===== src/i2c_dac_defines.vh =====
`ifndef I2C_DAC_DEFINES_VH
`define I2C_DAC_DEFINES_VH

// ----------------------------------------------------------------
// slave address
// ----------------------------------------------------------------
`define ADDR_FIXED_SIX     6'h06
`define ADDR_FIXED_FIVE    5'h03
`define ADDR_BYTE_BITS     4'h8

// ----------------------------------------------------------------
// input word field positions
// ----------------------------------------------------------------
`define WORD_MODE_HI_BIT   13
`define WORD_MODE_LO_BIT   12
`define WORD_CODE_MSB      11
`define WORD_CODE_LSB      0

// ----------------------------------------------------------------
// reset values
// ----------------------------------------------------------------
`define DAC_CODE_RST       12'h000
`define PWR_MODE_RST       2'h0

// ----------------------------------------------------------------
// power-mode encodings
// ----------------------------------------------------------------
`define MODE_NORMAL        2'h0
`define MODE_PD_1K         2'h1
`define MODE_PD_100K       2'h2
`define MODE_PD_TRISTATE   2'h3

`endif


===== src/pin_sync2.v =====
`timescale 1ns/10ps

// two-flop synchroniser, one stage pair per bit
module pin_sync2 #(
    parameter WIDTH = 1
) (
    // clock and reset
    input  wire             sys_clk_i,
    input  wire             rstn_i,
    // pins in, synchronised out
    input  wire [WIDTH-1:0] async_i,
    output wire [WIDTH-1:0] sync_o
);

    reg [WIDTH-1:0] meta;
    reg [WIDTH-1:0] stable;

    genvar i;
    generate
        for (i = 0; i < WIDTH; i = i + 1) begin : g_bit
            // reset high: the i2c lines idle high and the power-down pin is active low
            always @(posedge sys_clk_i or negedge rstn_i) begin
                if (!rstn_i) begin
                    meta[i]   <= 1'b1;
                    stable[i] <= 1'b1;
                end else begin
                    meta[i]   <= async_i[i];
                    stable[i] <= meta[i];
                end
            end
        end
    endgenerate

    assign sync_o = stable;

endmodule // pin_sync2


===== src/pwr_mode_decode.v =====
`timescale 1ns/10ps
`include "i2c_dac_defines.vh"

// registered decode of the programmed power mode plus the hardware override
module pwr_mode_decode #(
    parameter EIGHT_LEAD = 1
) (
    // clock and reset
    input  wire       sys_clk_i,
    input  wire       rstn_i,
    // programmed mode and override pin (already synchronised)
    input  wire [1:0] pwr_mode_i,
    input  wire       hw_powerdown_n_i,
    // output stage selection
    output reg  [1:0] out_mode_o,
    output reg        out_normal_o,
    output reg        out_pd_1k_o,
    output reg        out_pd_100k_o,
    output reg        out_pd_tristate_o
);

    reg [1:0] next_mode;

    always @* begin
        next_mode = pwr_mode_i;
        // pin only exists on the eight-lead part; it beats the software bits
        if ((EIGHT_LEAD != 0) && !hw_powerdown_n_i) begin
            next_mode = `MODE_PD_TRISTATE;
        end
    end

    always @(posedge sys_clk_i or negedge rstn_i) begin
        if (!rstn_i) begin
            out_mode_o        <= `MODE_NORMAL;
            out_normal_o      <= 1'b1;
            out_pd_1k_o       <= 1'b0;
            out_pd_100k_o     <= 1'b0;
            out_pd_tristate_o <= 1'b0;
        end else begin
            out_mode_o        <= next_mode;
            out_normal_o      <= (next_mode == `MODE_NORMAL);
            out_pd_1k_o       <= (next_mode == `MODE_PD_1K);
            out_pd_100k_o     <= (next_mode == `MODE_PD_100K);
            out_pd_tristate_o <= (next_mode == `MODE_PD_TRISTATE);
        end
    end

endmodule // pwr_mode_decode


===== src/i2c_dac_control_port.v =====
// Contract
// - six-lead part answers address 000110 plus the low select pin.
// - eight-lead part answers address 00011 plus bit1 and low select pins.
// - slave only; the serial clock line is never driven.
// - start is sda falling while scl high; begins an address byte.
// - first byte is seven address bits then direction, high means read.
// - on a match, sda is pulled low during the ninth pulse.
// - on a mismatch, stay idle and never drive sda that transaction.
// - nine pulses per byte; sda changes only while scl is low.
// - master ends with stop, sda rising while scl high.
// - writes carry two data bytes; reads return one or two bytes.
// - each completed byte pair in one write updates the dac register.
// - repeated reads return the current register contents each time.
// - write data shifts into a sixteen-bit word, bit 15 first.
// - two leading bits ignored, then two mode bits, then code.
// - code is left-justified after mode bits, width 8, 10 or 12.
// - mode high is word bit 13, mode low is word bit 12.
// - mode 00 normal, 01 1k to ground, 10 100k, 11 three-state.
// - eight-lead power-down pin low forces three-state regardless of mode bits.
// - power-down leaves the stored dac code unchanged.
// - reset clears the dac register until the first valid write.
// - 8-bit reads one code byte; others read two bytes with mode.
// - sda is open drain: pulled low or released, never driven high.
//
`timescale 1ns/10ps
`include "i2c_dac_defines.vh"

module i2c_dac_control_port #(
    parameter EIGHT_LEAD = 1,
    parameter RESOLUTION = 12
) (
    // clock and reset
    input  wire        sys_clk_i,
    input  wire        rstn_i,
    // i2c pins
    input  wire        scl_i,
    input  wire        sda_i,
    output wire        sda_o,
    output wire        sda_oe_o,
    // straps and hardware power-down
    input  wire        addr_select_low_pin_i,
    input  wire        addr_select_bit1_pin_i,
    input  wire        hw_powerdown_n_i,
    // dac register
    output reg  [11:0] dac_code_o,
    output reg         pwr_mode_hi_o,
    output reg         pwr_mode_lo_o,
    output reg         dac_update_o,
    // effective output stage
    output wire [1:0]  out_mode_o,
    output wire        out_normal_o,
    output wire        out_pd_1k_o,
    output wire        out_pd_100k_o,
    output wire        out_pd_tristate_o,
    // status
    output reg         addressed_o
);

    // ----------------------------------------------------------------
    // states and constants
    // ----------------------------------------------------------------
    localparam [2:0] ST_IDLE    = 3'h0;
    localparam [2:0] ST_ADDR    = 3'h1;
    localparam [2:0] ST_ADDR_AK = 3'h2;
    localparam [2:0] ST_WR_DATA = 3'h3;
    localparam [2:0] ST_WR_AK   = 3'h4;
    localparam [2:0] ST_RD_DATA = 3'h5;
    localparam [2:0] ST_RD_AK   = 3'h6;

    // bits of the word that carry code for this resolution
    localparam [11:0] CODE_MASK = 12'hfff << (12 - RESOLUTION);
    localparam        TWO_BYTE  = (RESOLUTION != 8);

    // ----------------------------------------------------------------
    // pin synchronisers
    // ----------------------------------------------------------------
    wire [4:0] pins_sync;
    wire       scl_s;
    wire       sda_s;
    wire       a0_s;
    wire       a1_s;
    wire       pd_n_s;

    pin_sync2 #(
        .WIDTH (5)
    ) u_sync (
        .sys_clk_i (sys_clk_i),
        .rstn_i    (rstn_i),
        .async_i   ({hw_powerdown_n_i, addr_select_bit1_pin_i,
                     addr_select_low_pin_i, sda_i, scl_i}),
        .sync_o    (pins_sync)
    );

    assign scl_s  = pins_sync[0];
    assign sda_s  = pins_sync[1];
    assign a0_s   = pins_sync[2];
    assign a1_s   = pins_sync[3];
    assign pd_n_s = pins_sync[4];

    // ----------------------------------------------------------------
    // bus event detection
    // ----------------------------------------------------------------
    reg scl_d;
    reg sda_d;

    always @(posedge sys_clk_i or negedge rstn_i) begin
        if (!rstn_i) begin
            scl_d <= 1'b1;
            sda_d <= 1'b1;
        end else begin
            scl_d <= scl_s;
            sda_d <= sda_s;
        end
    end

    wire scl_rise   = scl_s & ~scl_d;
    wire scl_fall   = ~scl_s & scl_d;
    wire start_seen = scl_s & scl_d & sda_d & ~sda_s;
    wire stop_seen  = scl_s & scl_d & ~sda_d & sda_s;

    // ----------------------------------------------------------------
    // address compare
    // ----------------------------------------------------------------
    reg [6:0] own_addr;

    always @* begin
        if (EIGHT_LEAD != 0) begin
            own_addr = {`ADDR_FIXED_FIVE, a1_s, a0_s};
        end else begin
            own_addr = {`ADDR_FIXED_SIX, a0_s};
        end
    end

    // ----------------------------------------------------------------
    // protocol engine
    // ----------------------------------------------------------------
    reg [2:0]  state;
    reg [3:0]  bit_cnt;
    reg [7:0]  rx_shift;
    reg [7:0]  upper_byte;
    reg        second_byte;
    reg        read_dir;
    reg [7:0]  tx_shift;
    reg        rd_lower;
    reg        master_ack;
    reg        pull_low;

    // readback image of the dac register
    wire [15:0] rd_word  = {2'h0, pwr_mode_hi_o, pwr_mode_lo_o, dac_code_o};
    wire [7:0]  rd_first = TWO_BYTE ? rd_word[15:8] : dac_code_o[11:4];
    wire [15:0] wr_word  = {upper_byte, rx_shift};

    // sda only ever pulled low, so the data output is a constant zero
    assign sda_o    = 1'b0;
    assign sda_oe_o = pull_low;

    always @(posedge sys_clk_i or negedge rstn_i) begin
        if (!rstn_i) begin
            state         <= ST_IDLE;
            bit_cnt       <= 4'h0;
            rx_shift      <= 8'h00;
            upper_byte    <= 8'h00;
            second_byte   <= 1'b0;
            read_dir      <= 1'b0;
            tx_shift      <= 8'h00;
            rd_lower      <= 1'b0;
            master_ack    <= 1'b0;
            pull_low      <= 1'b0;
            dac_code_o    <= `DAC_CODE_RST;
            pwr_mode_hi_o <= 1'b0;
            pwr_mode_lo_o <= 1'b0;
            dac_update_o  <= 1'b0;
            addressed_o   <= 1'b0;
        end else begin
            dac_update_o <= 1'b0;
            if (start_seen) begin
                // start (or repeated start) always restarts address reception
                state       <= ST_ADDR;
                bit_cnt     <= 4'h0;
                second_byte <= 1'b0;
                pull_low    <= 1'b0;
                addressed_o <= 1'b0;
            end else if (stop_seen) begin
                state       <= ST_IDLE;
                pull_low    <= 1'b0;
                addressed_o <= 1'b0;
            end else begin
                case (state)
                    ST_IDLE: begin
                        pull_low <= 1'b0;
                    end
                    ST_ADDR: begin
                        if (scl_rise) begin
                            rx_shift <= {rx_shift[6:0], sda_s};
                            bit_cnt  <= bit_cnt + 4'h1;
                        end else if (scl_fall && (bit_cnt == `ADDR_BYTE_BITS)) begin
                            bit_cnt <= 4'h0;
                            if (rx_shift[7:1] == own_addr) begin
                                read_dir    <= rx_shift[0];
                                pull_low    <= 1'b1;
                                addressed_o <= 1'b1;
                                state       <= ST_ADDR_AK;
                            end else begin
                                state <= ST_IDLE;
                            end
                        end
                    end
                    ST_ADDR_AK: begin
                        // leave the ack slot on the falling edge of the ninth pulse
                        if (scl_fall) begin
                            bit_cnt <= 4'h0;
                            if (read_dir) begin
                                tx_shift <= {rd_first[6:0], 1'b0};
                                pull_low <= ~rd_first[7];
                                rd_lower <= 1'b0;
                                state    <= ST_RD_DATA;
                            end else begin
                                pull_low <= 1'b0;
                                state    <= ST_WR_DATA;
                            end
                        end
                    end
                    ST_WR_DATA: begin
                        if (scl_rise) begin
                            rx_shift <= {rx_shift[6:0], sda_s};
                            bit_cnt  <= bit_cnt + 4'h1;
                        end else if (scl_fall && (bit_cnt == `ADDR_BYTE_BITS)) begin
                            bit_cnt  <= 4'h0;
                            pull_low <= 1'b1;
                            state    <= ST_WR_AK;
                        end
                    end
                    ST_WR_AK: begin
                        if (scl_fall) begin
                            pull_low <= 1'b0;
                            state    <= ST_WR_DATA;
                            if (second_byte) begin
                                // bits 15:14 dropped, mode and code taken
                                pwr_mode_hi_o <= wr_word[`WORD_MODE_HI_BIT];
                                pwr_mode_lo_o <= wr_word[`WORD_MODE_LO_BIT];
                                dac_code_o    <= wr_word[`WORD_CODE_MSB:`WORD_CODE_LSB]
                                                 & CODE_MASK;
                                dac_update_o  <= 1'b1;
                                second_byte   <= 1'b0;
                            end else begin
                                upper_byte  <= rx_shift;
                                second_byte <= 1'b1;
                            end
                        end
                    end
                    ST_RD_DATA: begin
                        if (scl_rise) begin
                            bit_cnt <= bit_cnt + 4'h1;
                        end else if (scl_fall) begin
                            if (bit_cnt == `ADDR_BYTE_BITS) begin
                                bit_cnt  <= 4'h0;
                                pull_low <= 1'b0;
                                state    <= ST_RD_AK;
                            end else begin
                                pull_low <= ~tx_shift[7];
                                tx_shift <= {tx_shift[6:0], 1'b0};
                            end
                        end
                    end
                    ST_RD_AK: begin
                        if (scl_rise) begin
                            master_ack <= ~sda_s;
                        end else if (scl_fall) begin
                            if (!master_ack) begin
                                // no-acknowledge: let the master make its stop
                                state       <= ST_IDLE;
                                addressed_o <= 1'b0;
                            end else if (TWO_BYTE && !rd_lower) begin
                                tx_shift <= {rd_word[6:0], 1'b0};
                                pull_low <= ~rd_word[7];
                                rd_lower <= 1'b1;
                                state    <= ST_RD_DATA;
                            end else begin
                                // further acks wrap round to a fresh copy
                                tx_shift <= {rd_first[6:0], 1'b0};
                                pull_low <= ~rd_first[7];
                                rd_lower <= 1'b0;
                                state    <= ST_RD_DATA;
                            end
                        end
                    end
                    default: begin
                        state    <= ST_IDLE;
                        pull_low <= 1'b0;
                    end
                endcase
            end
        end
    end

    // ----------------------------------------------------------------
    // output stage selection
    // ----------------------------------------------------------------
    // the code register is left alone here, so a wake-up reuses it
    pwr_mode_decode #(
        .EIGHT_LEAD (EIGHT_LEAD)
    ) u_pwr (
        .sys_clk_i         (sys_clk_i),
        .rstn_i            (rstn_i),
        .pwr_mode_i        ({pwr_mode_hi_o, pwr_mode_lo_o}),
        .hw_powerdown_n_i  (pd_n_s),
        .out_mode_o        (out_mode_o),
        .out_normal_o      (out_normal_o),
        .out_pd_1k_o       (out_pd_1k_o),
        .out_pd_100k_o     (out_pd_100k_o),
        .out_pd_tristate_o (out_pd_tristate_o)
    );

endmodule // i2c_dac_control_port


===== config.mk =====
export PLATFORM = sky130hd
export DESIGN_NAME = i2c_dac_control_port
export DESIGN_NICKNAME = d
export VERILOG_FILES = /design/src/pin_sync2.v /design/src/pwr_mode_decode.v /design/src/i2c_dac_control_port.v
export VERILOG_INCLUDE_DIRS = /design/src
export SDC_FILE = /design/constraint.sdc
export NUM_CORES = 1
export LEC_CHECK = 0
export ABC_AREA = 1
export BUFFER_PORTS_ARGS = -buffer_cell sky130_fd_sc_hd__buf_2
export CAP_MARGIN = 20
export CORE_MARGIN = 5
export CORE_UTILIZATION = 59
export DETAILED_ROUTE_END_ITERATION = 7
export PLACE_DENSITY = 0.85
export SETUP_SLACK_MARGIN = 0.05
export SLEW_MARGIN = 20
export SYNTH_ARGS = -nofsm -noshare
export SYNTH_HDL_FRONTEND = slang
export SYNTH_SLANG_ARGS = --single-unit

===== constraint.sdc =====
create_clock -name sys_clk_i -period 2.5 [get_ports sys_clk_i]
set_clock_uncertainty 0.2 [all_clocks]
set_input_delay 0.5 -clock sys_clk_i [delete_from_list [all_inputs] [get_ports sys_clk_i]]
set_output_delay 0.5 -clock sys_clk_i [all_outputs]
set_load 0.05 [all_outputs]

==> results summary <==
The maximum number of buffers from clock root to sink came out at 2. The wire length of the first global-routing pass is 13100 um. The peak ir drop on the vdd network came out at 537 uV. The library cell used as clock root buffer is sky130_fd_sc_hd__clkbuf_8.

The count of buffers from port buffering came out at 29. The placement row count is 28. The overall via count from detail_route came out at 2908. The run finished with clean final reports.

The ratio of routed vias to standard cells is 5.37. The post-route setup TNS came out at 0 ps. The critical path is of the register to register type. The die area came out at 7600 um^2. After layout, the minimum clock period comes to 2120 ps. The per-cell routed wire length is 13.6 um. The most common flop cell mapped by yosys is sky130_fd_sc_hd__dfrtp_1. The element type at the critical path start is a register.

Derived from the worst setup path, the maximum achievable clock frequency is 0.473 GHz. The number of antenna violations at the first check in global routing came out at 0. Counting the fill cells in the layout gives 458. Setup repair after global routing left no endpoint under its margin. The data arrival time at the worst-slack endpoint is 2170 ps. The post-route fraction of the period consumed by the critical path came out at 84.6%. The number of DRC violations after detailed-routing iteration 0 is 317. At the end of routability-driven placement, the weighted congestion stood at 0.999. The synthesized design contains 0 enable-type register cells. The post-route DRC violation count came out at 0. The total number of nets in the final design came out at 476. In this run, synthesis produced a sequential element count of 67. The number of iterations in the first detailed-routing pass came out at 6.

The count of yosys warnings during synthesis came out at 0. The clock sink count is 67. The standby leakage power is 0.00193 uW. For this run, asynchronously set or reset flops after synthesis account for 100%. The maximum fanout along the worst path came out at 10. The largest total area in the synthesized netlist belongs to sky130_fd_sc_hd__dfrtp_1. The cell count after synthesis came out at 430.

Summing the sequential cell areas from Yosys gives 48.2% of the chip area. Counting the buffers created by CTS gives 9. The tightest min-delay check is of the input pin to register type.

The count of final max-slew check failures is 0. The via count of the first global-routing pass is 2722. The final setup violation count came out at 0. The die outline width is 87.2 um.

By area the synthesized netlist is led by sky130_fd_sc_hd__dfrtp_1, sky130_fd_sc_hd__nand2_1, sky130_fd_sc_hd__dfstp_2. The capturing element type of the critical path is a register. Global routing finished with a remaining overflow of 0.

The ratio of total power to cell area is 631 nW/um^2. The post-detailed-route count of antenna-violating nets is 0. The top cell type's share of synthesized area is 38.5%. The die is 87.2 um tall. The post-synthesis area per instance is 8.17 um^2.

After detailed routing, the total wire length is 7370 um. The insertion delay of the later-clocked pin in the worst-skew pair came out at 360 ps. The area of the mapped netlist is 3510 um^2. The max-cap violation count came out at 0. The hold violation total from the final report is 0.

Measured against its own limit, the worst slew margin works out to 64.3%. The TritonCTS clock tree is built. Detailed placement finished with a half-perimeter wire length of 5460 um. The pin count of the biggest net entering global routing came out at 44. The required time of the worst setup path came out at 2560 ps. The CTS clock-pin slew for the worst setup and hold paths is 80 ps. The slew at the pin with the worst max-slew slack came out at 535 ps. The H-tree was split into 3 levels. The proportion of layout cells with a drive suffix above 1 is 22.3%. The number of library cell types mapped by synthesis is 36.

The count of boundary I/O pins is 31. The number of nets in the synthesized netlist is 444. The end-of-flow core utilization is 67.2%. The initial utilization of the core area, before any placement, comes to 60.0%. The total inserted antenna cells came out at 0. The post-CTS repair timing setup buffer count is 0. The floorplan step defined a core boundary enclosing 5850 um^2. The overall global routing resource usage is 22.2%. The signed area change from the synthesized netlist to the final layout came out at 12.0%.
[final timing paths]
check / from / to / slack (ps) / cells past startpoint
worst max register to register: u_sync.sync_o[0]$_DFF_PN1_ / state[2]$_DFFE_PN0P_ / 380 / 10
worst max-delay path: u_sync.sync_o[0]$_DFF_PN1_ / state[2]$_DFFE_PN0P_ / 380 / 10
worst min-delay path: addr_select_low_pin_i / u_sync.meta[2]$_DFF_PN1_ / 30 / 1
worst min register to register: u_sync.meta[3]$_DFF_PN1_ / u_sync.sync_o[3]$_DFF_PN1_ / 160 / 0
min in group asynchronous: rstn_i / rx_shift[3]$_DFFE_PN0P_ / 460 / 3
max in group asynchronous: rstn_i / scl_d$_DFF_PN1_ / 1180 / 3
[cells in the final DEF (no fill, tap or decap), types with 2 or more instances in the layout]
cell type	netlist	layout
sky130_fd_sc_hd__a21oi_1	6	6
sky130_fd_sc_hd__nor2_1	27	27
sky130_fd_sc_hd__ha_1	7	7
sky130_fd_sc_hd__buf_4	6	4
sky130_fd_sc_hd__dfstp_2	13	13
sky130_fd_sc_hd__buf_2	2	29
sky130_fd_sc_hd__nand2_4	2	2
sky130_fd_sc_hd__inv_2	6	6
sky130_fd_sc_hd__nand2_2	6	6
sky130_fd_sc_hd__nand4_1	7	7
sky130_fd_sc_hd__nor2_4	6	6
sky130_fd_sc_hd__inv_4	3	3
sky130_fd_sc_hd__nor2_2	6	6
sky130_fd_sc_hd__nand3_1	27	26
sky130_fd_sc_hd__o21ai_2	2	2
sky130_fd_sc_hd__o21ai_1	34	34
sky130_fd_sc_hd__dfrtp_1	54	54
sky130_fd_sc_hd__bufinv_16	0	2
sky130_fd_sc_hd__nand2_1	128	128
sky130_fd_sc_hd__o22ai_1	4	4
sky130_fd_sc_hd__o21ai_0	18	18
sky130_fd_sc_hd__inv_1	43	43
sky130_fd_sc_hd__nand3_2	6	7
sky130_fd_sc_hd__clkbuf_8	0	10
[cells by family after synthesis]
logic type,after synthesis,share of synthesized area [%]
AND/OR/NAND/NOR,221,30.0
flip-flops,67,48.2
AO/OA/AOI/OAI,66,9.94
buffers and inverters,65,8.51
adder cells (fa/ha/maj),7,2.49
XOR/XNOR,2,0.499
other,1,0.107
multiplexers,1,0.285
[per-stage QoR]
step                      hold slack [ps]  instances  setup WS (ps)  total power [uW]  instance area (um^2)
after floorplan                      4.41        430            591              1360                  3510
after global placement                146        525            416              1430                  3680
after detailed placement              148        525            318              1440                  3680
after CTS                            22.9        542            307              2490                  3930
after global routing                 19.6        542            178              2590                  3930
final                                31.8        542            384              2480                  3930
[synthesized netlist by cell type (2+ instances only)]
library cell	number
sky130_fd_sc_hd__nand2_1	128
sky130_fd_sc_hd__a21oi_1	6
sky130_fd_sc_hd__nor2_1	27
sky130_fd_sc_hd__buf_2	2
sky130_fd_sc_hd__nand2_4	2
sky130_fd_sc_hd__nor2_4	6
sky130_fd_sc_hd__o21ai_1	34
sky130_fd_sc_hd__inv_1	43
sky130_fd_sc_hd__nand4_1	7
sky130_fd_sc_hd__dfstp_2	13
sky130_fd_sc_hd__o22ai_1	4
sky130_fd_sc_hd__o21ai_0	18
sky130_fd_sc_hd__ha_1	7
sky130_fd_sc_hd__nand2_2	6
sky130_fd_sc_hd__inv_2	6
sky130_fd_sc_hd__inv_4	3
sky130_fd_sc_hd__clkbuf_1	2
sky130_fd_sc_hd__buf_6	3
sky130_fd_sc_hd__dfrtp_1	54
sky130_fd_sc_hd__buf_4	6
sky130_fd_sc_hd__o21ai_2	2
sky130_fd_sc_hd__nand3_2	6
sky130_fd_sc_hd__nor2_2	6
sky130_fd_sc_hd__nand3_1	27
[metal layers]
metal / track usage, % / wire (um) / vias up
li1: - / - / 1435
met1: 32.0 / 3480 / 1348
met2: 32.2 / 3290 / 103
met3: 5.20 / 395 / 22
met4: 9.62 / 190 / 0
met5: 0 / 0 / -
[flip-flops by register name (all words and copies together), names as in the netlist, 2 cells and up]
signal / flops
tx_shift: 7
dac_code_o: 12
u_pwr.out_mode_o: 2
u_sync.meta: 5
rx_shift: 8
upper_byte: 6
u_sync.sync_o: 5
state: 3
bit_cnt: 4
[where the power goes]
group	switching [uW]	internal, uW	leakage (uW)
sequential	30.7	1130	0.000879
combinational	186	70.7	0.000934
clock	464	601	0.000115
total	680	1800	0.00193
[cell type report]
type	count	area [um^2]	share of cell area, %
multi-input cells	298	1530	38.8
clock inverters	6	96.3	2.45
clock buffers	10	138	3.50
flip-flops and latches	67	1690	43.0
well taps	75	93.8	2.39
repair buffers	34	185	4.71
inverters	52	203	5.15
[what timing repair did]
action                     CTS  global route
hold buffers                 1             0
resized for setup            0             1
setup endpoints to repair    0             5
hold endpoints to repair    21             0
[worst max-delay path: stages (launching register included)]
cell and delay, ps:
sky130_fd_sc_hd__dfstp_2 570, sky130_fd_sc_hd__ha_1 270, sky130_fd_sc_hd__nand2_2 100, sky130_fd_sc_hd__nor2_4 210, sky130_fd_sc_hd__nor2_4 130, sky130_fd_sc_hd__nand3_2 100
sky130_fd_sc_hd__nand2_4 70, sky130_fd_sc_hd__nor2_8 130, sky130_fd_sc_hd__nand3_2 100, sky130_fd_sc_hd__nand2_1 70, sky130_fd_sc_hd__nand2_1 60
Note: power is estimated with default switching activity, not from simulation.
